$ cat config.mk
export PLATFORM = sky130hd
export DESIGN_NAME = ddrb_core
export DESIGN_NICKNAME = d
export VERILOG_FILES = /design/src/ddrb_pkg.sv /design/src/ddrb_core.sv
export SDC_FILE = /design/constraint.sdc
export NUM_CORES = 2
export LEC_CHECK = 0
export BUFFER_PORTS_ARGS = -buffer_cell sky130_fd_sc_hd__buf_4
export CAP_MARGIN = 20
export CORE_UTILIZATION = 40
export CTS_CLUSTER_DIAMETER = 100
export DETAILED_ROUTE_END_ITERATION = 7
export MAX_ROUTING_LAYER = met4
export RECOVER_POWER = 25
export SLEW_MARGIN = 30
export SYNTH_ARGS = -nofsm -noshare
export SYNTH_HDL_FRONTEND = slang
export SYNTH_SLANG_ARGS = --single-unit
$ cat constraint.sdc
create_clock -name clk -period 17.2 [get_ports clk]
set_input_delay 1.72 -clock clk [delete_from_list [all_inputs] [get_ports clk]]
set_output_delay 1.72 -clock clk [all_outputs]
set_load 0.02 [all_outputs]
$ cat src/ddrb_pkg.sv
// Operation
// - Commands and address are taken only on the rising edge of the true link clock.
// - Write data is taken on both strobe edges; read data leaves on both edges.
// - Device drives the strobe edge-aligned on reads; strobe idles outside transfers.
// - One 2n-bit core access per link clock, two n-bit pin beats; the core here accesses one n-bit array word per beat.
// - Read or write takes bank select and starting column from the address.
// - Burst length 2, 4 or 8, both orders, set by mode bits 2..0.
// - Mode bit 3 is order, bits 6..4 latency, bits 12..7 operating mode.
// - Mode set with bank selects zero stores mode; DLL reset bit self-clears.
// - Loading the mode leaves stored array contents unchanged.
// - Burst wraps inside an aligned block of burst-length columns.
// - Order bit picks sequential or interleaved column order.
// - Sequential uses start plus k, interleaved start xor k, within the block.
// - First read beat appears latency clocks after the read command.
// - Mode bits 12..7 zero is normal; only bit 8 set also resets the DLL.
// - Auto precharge closes the row by itself when the burst ends.
// - Four banks hold rows open independently.
// - Mask low lets a byte be written, high blocks it; reads unaffected.
package ddrb_pkg;
  // Register byte offsets
  localparam logic [3:0] DDRB_MODE_OFS = 4'h0;
  localparam logic [3:0] DDRB_STAT_OFS = 4'h4;
  localparam logic [3:0] DDRB_CTRL_OFS = 4'h8;
  localparam logic [31:0] DDRB_CTRL_RST = 32'h0000_0001;
  localparam logic [12:0] DDRB_MODE_RST = 13'h0032;
  // Mode field positions
  localparam int DDRB_BL_LSB = 0;
  localparam int DDRB_ORDER_BIT = 3;
  localparam int DDRB_LAT_LSB = 4;
  localparam int DDRB_DLL_BIT = 8;
  localparam int DDRB_AP_BIT = 10;
  // Mode codes
  localparam logic [2:0] DDRB_BL2 = 3'h1;
  localparam logic [2:0] DDRB_BL4 = 3'h2;
  localparam logic [2:0] DDRB_BL8 = 3'h3;
  localparam logic [2:0] DDRB_CL2 = 3'h2;
  localparam logic [2:0] DDRB_CL25 = 3'h6;
  localparam logic [2:0] DDRB_CL3 = 3'h3;
  // Latency in link clock half-periods
  localparam logic [3:0] DDRB_CL2_EDGES = 4'h4;
  localparam logic [3:0] DDRB_CL25_EDGES = 4'h5;
  localparam logic [3:0] DDRB_CL3_EDGES = 4'h6;
  // Command codes {ras_n, cas_n, we_n}
  localparam logic [2:0] DDRB_CMD_ACT = 3'h3;
  localparam logic [2:0] DDRB_CMD_RD = 3'h5;
  localparam logic [2:0] DDRB_CMD_WR = 3'h4;
  localparam logic [2:0] DDRB_CMD_PRE = 3'h2;
  localparam logic [2:0] DDRB_CMD_MRS = 3'h0;
  typedef struct packed {
    logic chip_sel_n;
    logic [2:0] op;
    logic bank_sel_hi;
    logic bank_sel_lo;
    logic [12:0] row_col_addr_bits;
  } ddrb_cmd_t;
  typedef enum logic [3:0] {
    DDRB_IDLE = 4'b0001,
    DDRB_RD_WAIT = 4'b0010,
    DDRB_RD_BURST = 4'b0100,
    DDRB_WR_BURST = 4'b1000
  } ddrb_state_t;
endpackage : ddrb_pkg

$ cat src/ddrb_core.sv
`timescale 1ns/1ns
module ddrb_core
  import ddrb_pkg::*;
#(
  parameter int DQ_W = 8,
  parameter int ROW_W = 2,
  parameter int COL_W = 4
) (
  input wire logic clk,
  input wire logic rst,
  input wire logic diff_clk_pos,
  input wire logic diff_clk_neg,
  input wire ddrb_cmd_t cmd_in,
  input wire logic [DQ_W-1:0] dq_i,
  output logic [DQ_W-1:0] dq_o,
  output logic dq_oe_n,
  input wire logic dqs_i,
  output logic dqs_o,
  output logic dqs_oe_n,
  input wire logic [DQ_W/8-1:0] write_mask,
  output logic dll_reset_pulse,
  input wire logic [3:0] s_axi_awaddr,
  input wire logic s_axi_awvalid,
  output logic s_axi_awready,
  input wire logic [31:0] s_axi_wdata,
  input wire logic [3:0] s_axi_wstrb,
  input wire logic s_axi_wvalid,
  output logic s_axi_wready,
  output logic [1:0] s_axi_bresp,
  output logic s_axi_bvalid,
  input wire logic s_axi_bready,
  input wire logic [3:0] s_axi_araddr,
  input wire logic s_axi_arvalid,
  output logic s_axi_arready,
  output logic [31:0] s_axi_rdata,
  output logic [1:0] s_axi_rresp,
  output logic s_axi_rvalid,
  input wire logic s_axi_rready
);
  localparam int MW = DQ_W / 8;
  localparam int AW = 2 + ROW_W + COL_W;
  initial begin
    if (DQ_W % 8 != 0 || COL_W < 3 || COL_W > 12 || ROW_W < 1 || ROW_W > 13) begin
      $error("ddrb_core: unsupported parameters");
    end
  end

  // Burst length from length code; reserved codes fall back to 2
  function automatic logic [3:0] bl_of(input logic [2:0] c);
    case (c)
      DDRB_BL4: bl_of = 4'h4;
      DDRB_BL8: bl_of = 4'h8;
      default: bl_of = 4'h2;
    endcase
  endfunction : bl_of

  // Latency in half-periods from latency code
  function automatic logic [3:0] lat_of(input logic [2:0] c);
    case (c)
      DDRB_CL2: lat_of = DDRB_CL2_EDGES;
      DDRB_CL25: lat_of = DDRB_CL25_EDGES;
      default: lat_of = DDRB_CL3_EDGES;
    endcase
  endfunction : lat_of

  // Column of access k, wrapped in the aligned block
  function automatic logic [COL_W-1:0] col_at(input logic [COL_W-1:0] s, input logic [2:0] k,
      input logic [3:0] bl, input logic ilv);
    logic [COL_W-1:0] m;
    logic [COL_W-1:0] lo;
    m = COL_W'(bl - 4'h1);
    lo = ilv ? (s ^ COL_W'(k)) : (s + COL_W'(k));
    col_at = (s & ~m) | (lo & m);
  endfunction : col_at

  // Pin synchronisers; stage one feeds stage two only
  logic lk_s1, lk_s2, lk_s3, ckn_s1, ckn_s2, dqs_s1, dqs_s2, dqs_s3;
  ddrb_cmd_t cmd_s1, cmd_s2;
  logic [DQ_W-1:0] dq_s1, dq_s2;
  logic [MW-1:0] msk_s1, msk_s2;
  always_ff @(posedge clk) begin
    lk_s1 <= diff_clk_pos;
    lk_s2 <= lk_s1;
    lk_s3 <= lk_s2;
    ckn_s1 <= diff_clk_neg;
    ckn_s2 <= ckn_s1;
    dqs_s1 <= dqs_i;
    dqs_s2 <= dqs_s1;
    dqs_s3 <= dqs_s2;
    cmd_s1 <= cmd_in;
    cmd_s2 <= cmd_s1;
    dq_s1 <= dq_i;
    dq_s2 <= dq_s1;
    msk_s1 <= write_mask;
    msk_s2 <= msk_s1;
  end

  // Rising edge is true high across its complement low
  logic lk_rise, lk_edge, dqs_edge;
  assign lk_rise = lk_s2 & ~lk_s3 & ~ckn_s2;
  assign lk_edge = lk_s2 ^ lk_s3;
  assign dqs_edge = dqs_s2 ^ dqs_s3;

  // Storage array, one n-bit word per column per stored row
  logic [DQ_W-1:0] mem [0:(1<<AW)-1];

  ddrb_state_t st_reg, st_next;
  logic [3:0] cnt_reg, cnt_next;
  logic [2:0] beat_reg, beat_next;
  logic [1:0] bank_reg, bank_next;
  logic [COL_W-1:0] col_reg, col_next;
  logic ap_reg, ap_next;
  logic [12:0] mode_reg, mode_next;
  logic [3:0] open_reg, open_next;
  logic [ROW_W-1:0] row_reg [0:3];
  logic [ROW_W-1:0] row_next [0:3];
  logic dll_reg, dll_next;
  logic [DQ_W-1:0] dqo_reg, dqo_next;
  logic dqs_reg, dqs_next, drv_reg, drv_next;
  logic [31:0] ctrl_reg, ctrl_next;
  logic mem_we;
  logic [AW-1:0] mem_a;
  logic [DQ_W-1:0] mem_d;

  logic [3:0] bl;
  logic [1:0] cbank;
  logic cmd_go;
  logic [COL_W-1:0] cur_col;
  assign bl = bl_of(mode_reg[DDRB_BL_LSB +: 3]);
  assign cbank = {cmd_s2.bank_sel_hi, cmd_s2.bank_sel_lo};
  assign cmd_go = lk_rise & ~cmd_s2.chip_sel_n & ctrl_reg[0];
  assign cur_col = col_at(col_reg, beat_reg, bl, mode_reg[DDRB_ORDER_BIT]);

  // Command decode and burst sequencing
  always_comb begin
    st_next = st_reg;
    cnt_next = cnt_reg;
    beat_next = beat_reg;
    bank_next = bank_reg;
    col_next = col_reg;
    ap_next = ap_reg;
    mode_next = mode_reg;
    open_next = open_reg;
    row_next = row_reg;
    dll_next = 1'b0;
    dqo_next = dqo_reg;
    dqs_next = dqs_reg;
    drv_next = drv_reg;
    mem_we = 1'b0;
    mem_a = {bank_reg, row_reg[bank_reg], cur_col};
    mem_d = mem[mem_a];
    // Other banks may open and close during a burst
    if (cmd_go && cmd_s2.op == DDRB_CMD_ACT) begin
      open_next[cbank] = 1'b1;
      row_next[cbank] = cmd_s2.row_col_addr_bits[ROW_W-1:0];
    end
    if (cmd_go && cmd_s2.op == DDRB_CMD_PRE) begin
      if (cmd_s2.row_col_addr_bits[DDRB_AP_BIT]) begin
        open_next = 4'h0;
      end else begin
        open_next[cbank] = 1'b0;
      end
    end
    case (st_reg)
      DDRB_IDLE: begin
        // Mode load touches only the mode bits, never the array
        if (cmd_go && cmd_s2.op == DDRB_CMD_MRS && cbank == 2'h0) begin
          mode_next = cmd_s2.row_col_addr_bits;
          mode_next[DDRB_DLL_BIT] = 1'b0;
          dll_next = cmd_s2.row_col_addr_bits[12:7] == 6'h02;
        end
        // Accesses to a closed bank are dropped
        if (cmd_go && (cmd_s2.op == DDRB_CMD_RD || cmd_s2.op == DDRB_CMD_WR)
            && open_reg[cbank]) begin
          bank_next = cbank;
          col_next = cmd_s2.row_col_addr_bits[COL_W-1:0];
          ap_next = cmd_s2.row_col_addr_bits[DDRB_AP_BIT];
          beat_next = 3'h0;
          cnt_next = lat_of(mode_reg[DDRB_LAT_LSB +: 3]);
          st_next = cmd_s2.op == DDRB_CMD_RD ? DDRB_RD_WAIT : DDRB_WR_BURST;
        end
      end
      DDRB_RD_WAIT: begin
        if (lk_edge) begin
          cnt_next = cnt_reg - 4'h1;
          if (cnt_reg == 4'h1) begin
            // First beat lands on edge n+m, strobe rising with it
            drv_next = 1'b1;
            dqs_next = 1'b1;
            dqo_next = mem_d;
            beat_next = 3'h1;
            st_next = DDRB_RD_BURST;
          end
        end
      end
      DDRB_RD_BURST: begin
        if (lk_edge) begin
          if ({1'b0, beat_reg} == bl || beat_reg == 3'h0) begin
            drv_next = 1'b0;
            dqs_next = 1'b0;
            if (ap_reg) begin
              open_next[bank_reg] = 1'b0;
            end
            st_next = DDRB_IDLE;
          end else begin
            dqo_next = mem_d;
            dqs_next = ~dqs_reg;
            beat_next = beat_reg + 3'h1;
          end
        end
      end
      DDRB_WR_BURST: begin
        if (dqs_edge) begin
          // Each masked lane keeps its old byte
          for (int i = 0; i < MW; i++) begin
            if (!msk_s2[i]) begin
              mem_d[i*8 +: 8] = dq_s2[i*8 +: 8];
            end
          end
          mem_we = ~&msk_s2;
          beat_next = beat_reg + 3'h1;
          if ({1'b0, beat_reg} == bl - 4'h1) begin
            if (ap_reg) begin
              open_next[bank_reg] = 1'b0;
            end
            st_next = DDRB_IDLE;
          end
        end
      end
      default: st_next = DDRB_IDLE;
    endcase
  end

  always_ff @(posedge clk) begin
    if (rst) begin
      st_reg <= DDRB_IDLE;
      cnt_reg <= 4'h0;
      beat_reg <= 3'h0;
      bank_reg <= 2'h0;
      col_reg <= '0;
      ap_reg <= 1'b0;
      mode_reg <= DDRB_MODE_RST;
      open_reg <= 4'h0;
      row_reg <= '{default: '0};
      dll_reg <= 1'b0;
      dqo_reg <= '0;
      dqs_reg <= 1'b0;
      drv_reg <= 1'b0;
    end else begin
      st_reg <= st_next;
      cnt_reg <= cnt_next;
      beat_reg <= beat_next;
      bank_reg <= bank_next;
      col_reg <= col_next;
      ap_reg <= ap_next;
      mode_reg <= mode_next;
      open_reg <= open_next;
      row_reg <= row_next;
      dll_reg <= dll_next;
      dqo_reg <= dqo_next;
      dqs_reg <= dqs_next;
      drv_reg <= drv_next;
    end
  end

  // Array write port; no reset so contents outlive mode loads
  always_ff @(posedge clk) begin
    if (mem_we) begin
      mem[mem_a] <= mem_d;
    end
  end

  assign dq_o = dqo_reg;
  assign dqs_o = dqs_reg;
  assign dq_oe_n = ~drv_reg;
  assign dqs_oe_n = ~drv_reg;
  assign dll_reset_pulse = dll_reg;

  // AXI4-Lite slave: address and data taken together, answer next cycle
  logic bv_reg, bv_next, rv_reg, rv_next;
  logic [1:0] br_reg, br_next, rr_reg, rr_next;
  logic [31:0] rd_reg, rd_next;
  logic wr_go, rd_go;
  assign wr_go = s_axi_awvalid & s_axi_wvalid & ~bv_reg;
  assign rd_go = s_axi_arvalid & ~rv_reg;
  assign s_axi_awready = wr_go;
  assign s_axi_wready = wr_go;
  assign s_axi_arready = rd_go;
  always_comb begin
    ctrl_next = ctrl_reg;
    bv_next = bv_reg & ~s_axi_bready;
    br_next = br_reg;
    rv_next = rv_reg & ~s_axi_rready;
    rr_next = rr_reg;
    rd_next = rd_reg;
    if (wr_go) begin
      bv_next = 1'b1;
      br_next = 2'h2;
      if (s_axi_awaddr == DDRB_CTRL_OFS) begin
        br_next = 2'h0;
        if (s_axi_wstrb[0]) begin
          ctrl_next = {31'h0, s_axi_wdata[0]};
        end
      end
    end
    if (rd_go) begin
      rv_next = 1'b1;
      rr_next = 2'h0;
      case (s_axi_araddr)
        DDRB_MODE_OFS: rd_next = {19'h0, mode_reg};
        DDRB_STAT_OFS: rd_next = {24'h0, st_reg, open_reg};
        DDRB_CTRL_OFS: rd_next = ctrl_reg;
        default: begin
          rd_next = 32'h0;
          rr_next = 2'h2;
        end
      endcase
    end
  end
  always_ff @(posedge clk) begin
    if (rst) begin
      ctrl_reg <= DDRB_CTRL_RST;
      bv_reg <= 1'b0;
      br_reg <= 2'h0;
      rv_reg <= 1'b0;
      rr_reg <= 2'h0;
      rd_reg <= 32'h0;
    end else begin
      ctrl_reg <= ctrl_next;
      bv_reg <= bv_next;
      br_reg <= br_next;
      rv_reg <= rv_next;
      rr_reg <= rr_next;
      rd_reg <= rd_next;
    end
  end
  assign s_axi_bvalid = bv_reg;
  assign s_axi_bresp = br_reg;
  assign s_axi_rvalid = rv_reg;
  assign s_axi_rresp = rr_reg;
  assign s_axi_rdata = rd_reg;
endmodule : ddrb_core

==> metrics <==
post-CTS resize count=0; ranking of synthesized cells by area=edfxtp_1 74%, mux4_2 3.3%, dfxtp_1 3.2%; vias in the first global route=roughly 47,000; VDD IR max=around 0.13 mV; Mapped Cells=5,231; total clock sinks=between 2,000 and 2,500; critical path endpoint category=flip-flop; CTS Hold Bufs=0; CTS Root Cell=clkbuf_16; Top Ports=135; total number of vias=between 40,000 and 50,000; pwr dens=roughly 140 mW/mm2; routed vias/inst=about 6; endpoints failing hold=0; WL/cell=roughly 29 um; most frequent cell after synthesis=edfxtp_1; yosys warns=0; DP HPWL=around 130,000 um; fin cells=~8,200; Worst setup SP type=flip-flop; fin crit share=a little under three quarters; EDFF count, synth=just over 2,000; RSZ-0062 raised after global routing=no; Residual DRC=0; Place WS=between 8 and 9 ns; outcome=finished, violations left; Slew Limit Headroom=-115%; max reg flops=2,048; top cells by count, synth=2,048 x edfxtp_1, 537 x nor2_1, 349 x nand2_1; setup TNS=0 ns; H-tree Lvls=4; total gr overflow=0; reg2reg end=mem[154][6]; Max FO, Critical Path=just under 100; clk buf depth=3; sequential share of the synthesized area=between 70% and 80%; MaxCap Viol Count=9; dominant synthesized flop cell=edfxtp_1; core area=~0.21 mm2; Min-Delay Path Class=flip-flop to flip-flop; die area=~0.21 mm2; fin crit period=12.25 ns; Mapped Area=approximately 0.083 mm2; Iteration-0 DRC Markers=around 5,800; fraction of layout cells with a size suffix above 1=11.2%; Hold Path End=cmd_s2[11]; largest register by flop count=mem; pin count of the biggest net entering global routing=197; Top Registers=mem (2048), cmd_s1 (19), cmd_s2 (17); Critical R2R Launch=beat_reg[0]; CTS tree=built; DIE HEIGHT=about 460 um; initial antenna violation count=6; global-route wire length before repair=340,000 um; GPL Wtd Cong=~0.85; Total Routing Usage GR=22.9%; latest clock arrival within the worst-skew pair=between 0.8 and 0.9 ns; Crit Path Category=flip-flop to flip-flop; Worst R2R Path Depth=16; TritonRoute pass-1 iters=6; fmax=just over 0.08 GHz; Layout Skew=about 0.036 ns; Yosys top cell area share=around 74%; Reg clk slew, reported paths=0.06 ns; leading area contributor after synthesis=edfxtp_1; Hold Path Cell Cnt=0; Final #Nets=5,370; P_leak=between 20 and 30 nW; Arrival @ worst endpoint=12.76 ns; Worst-Margin Slew=between 3 and 4 ns; Initial Utilization=roughly two fifths; setup ws final=just under 5 ns; number of cell rows=167; hold path start=cmd_s1[11]; # setup viols final=0; syn avg cell area=about 16 um2; total setup buffers inserted after CTS=0; Die W=around 460 um; total wire length=237,000 um; antenna viol nets, final=0; area delta synth->final=12.0%; CTS Buf Count=around 220; worst endpoint required time=roughly 18 ns; cell total after placement=approximately 7,800; Synth cell types=79; R2R Setup Slk=approximately 4.9 ns; failing checks=max-capacitance violations, max-slew violations; ys async rst share=0%; fin util=between 40% and 50%; port bufs=78; Slew Viols, Final=approximately 220; #FFs+latches synth=around 2,200
## power by group
part,leakage (nW),switching (W),internal [W]
sequential,19.5,0.0000135,0.00642
combinational,5.78,0.00183,0.000580
clock,3.21,0.00200,0.00244
total,28.5,0.00384,0.00943
## critical path, cell delays in order (launching register included)
cell and delay, ns:
dfxtp_1 0.37, ha_1 1.26, clkbuf_1 1.29, clkbuf_1 1.93
nor3b_1 0.54, a22oi_4 0.41, buf_12 0.50, buf_4 0.51
o22ai_1 0.13, or4_1 0.51, o31ai_1 0.17, o31ai_1 0.32
a41oi_1 0.66, o21ai_0 0.41, a31oi_4 0.88, buf_4 0.75
buf_4 0.88
## layout by cell type (no fill, tap or decap), types with 12 or more instances in the layout
master and instances:
o31ai_1 42, buf_4 95, nor3_1 223, clkbuf_1 105, or3_1 53, nand2_1 343, nand3_1 34, a2111o_1 16
clkbuf_4 29, o31a_1 28, mux2i_1 83, o22ai_1 274, clkinv_2 29, nor2b_1 15, a22oi_1 52, and3_1 75
mux2_2 19, inv_1 12, dfxtp_1 134, clkinv_1 46, a2111oi_0 15, edfxtp_1 2048, o21ai_0 230, buf_12 14
a31oi_1 79, mux4_2 121, nand4_1 13, a21oi_1 57, clkbuf_16 217, o221ai_1 112, or4_1 55, conb_1 22
nor2_1 535
## layer usage
layer  global-route usage [%]  wire length (um)  vias to the layer above
li1                         -                 -                    20700
met1                     31.4             97200                    25200
met2                     34.7            110000                     2438
met3                     3.84             21400                      414
met4                     7.89              8170                        0
met5                        -                 0                        -
## layout make-up
cell class / count / area [um2]
diodes: 3 / 7.51
clock buffers: 290 / 5790
clock inverters: 96 / 803
fillers: 17900 / 114000
inverters: 13 / 56.3
multi-input cells: 2678 / 17500
flip-flops and latches: 2182 / 64200
well taps: 2788 / 3490
repair buffers: 189 / 1510
## how the worst max path moves through the flow
stage                            from           to  slack [ns]  depth (start not counted)
after floorplan           beat_reg[0]    mem[0][2]        1.57                         14
after global placement    beat_reg[0]   mem[41][6]        8.50                         16
after detailed placement  beat_reg[0]  mem[144][6]        8.37                         16
after CTS                 beat_reg[0]  mem[154][6]        8.34                         16
after global routing      beat_reg[0]  mem[123][4]        4.46                         14
final                     beat_reg[0]  mem[154][6]        4.95                         16
## cell families after synthesis
| family | after synthesis | share of synthesized area, % |
|---|---|---|
| adder cells (fa/ha/maj) | 9 | 0.144 |
| other | 1 | 0.00450 |
| flip-flops | 2182 | 77.0 |
| AO/OA/AOI/OAI | 1007 | 8.13 |
| multiplexers | 228 | 4.64 |
| XOR/XNOR | 6 | 0.0721 |
| buffers and inverters | 392 | 2.32 |
| AND/OR/NAND/NOR | 1406 | 7.65 |
## per-stage QoR
stage                     area [um2]  hold slack, ns  total power (W)
after detailed placement       86800           0.312          0.00892
after global placement         86800           0.312          0.00886
after global routing           93300           0.331           0.0136
after floorplan                83400           0.310          0.00818
after CTS                      93400           0.326           0.0133
final                          93300           0.324           0.0133
No activity file was read; power rests on OpenSTA's default activity.
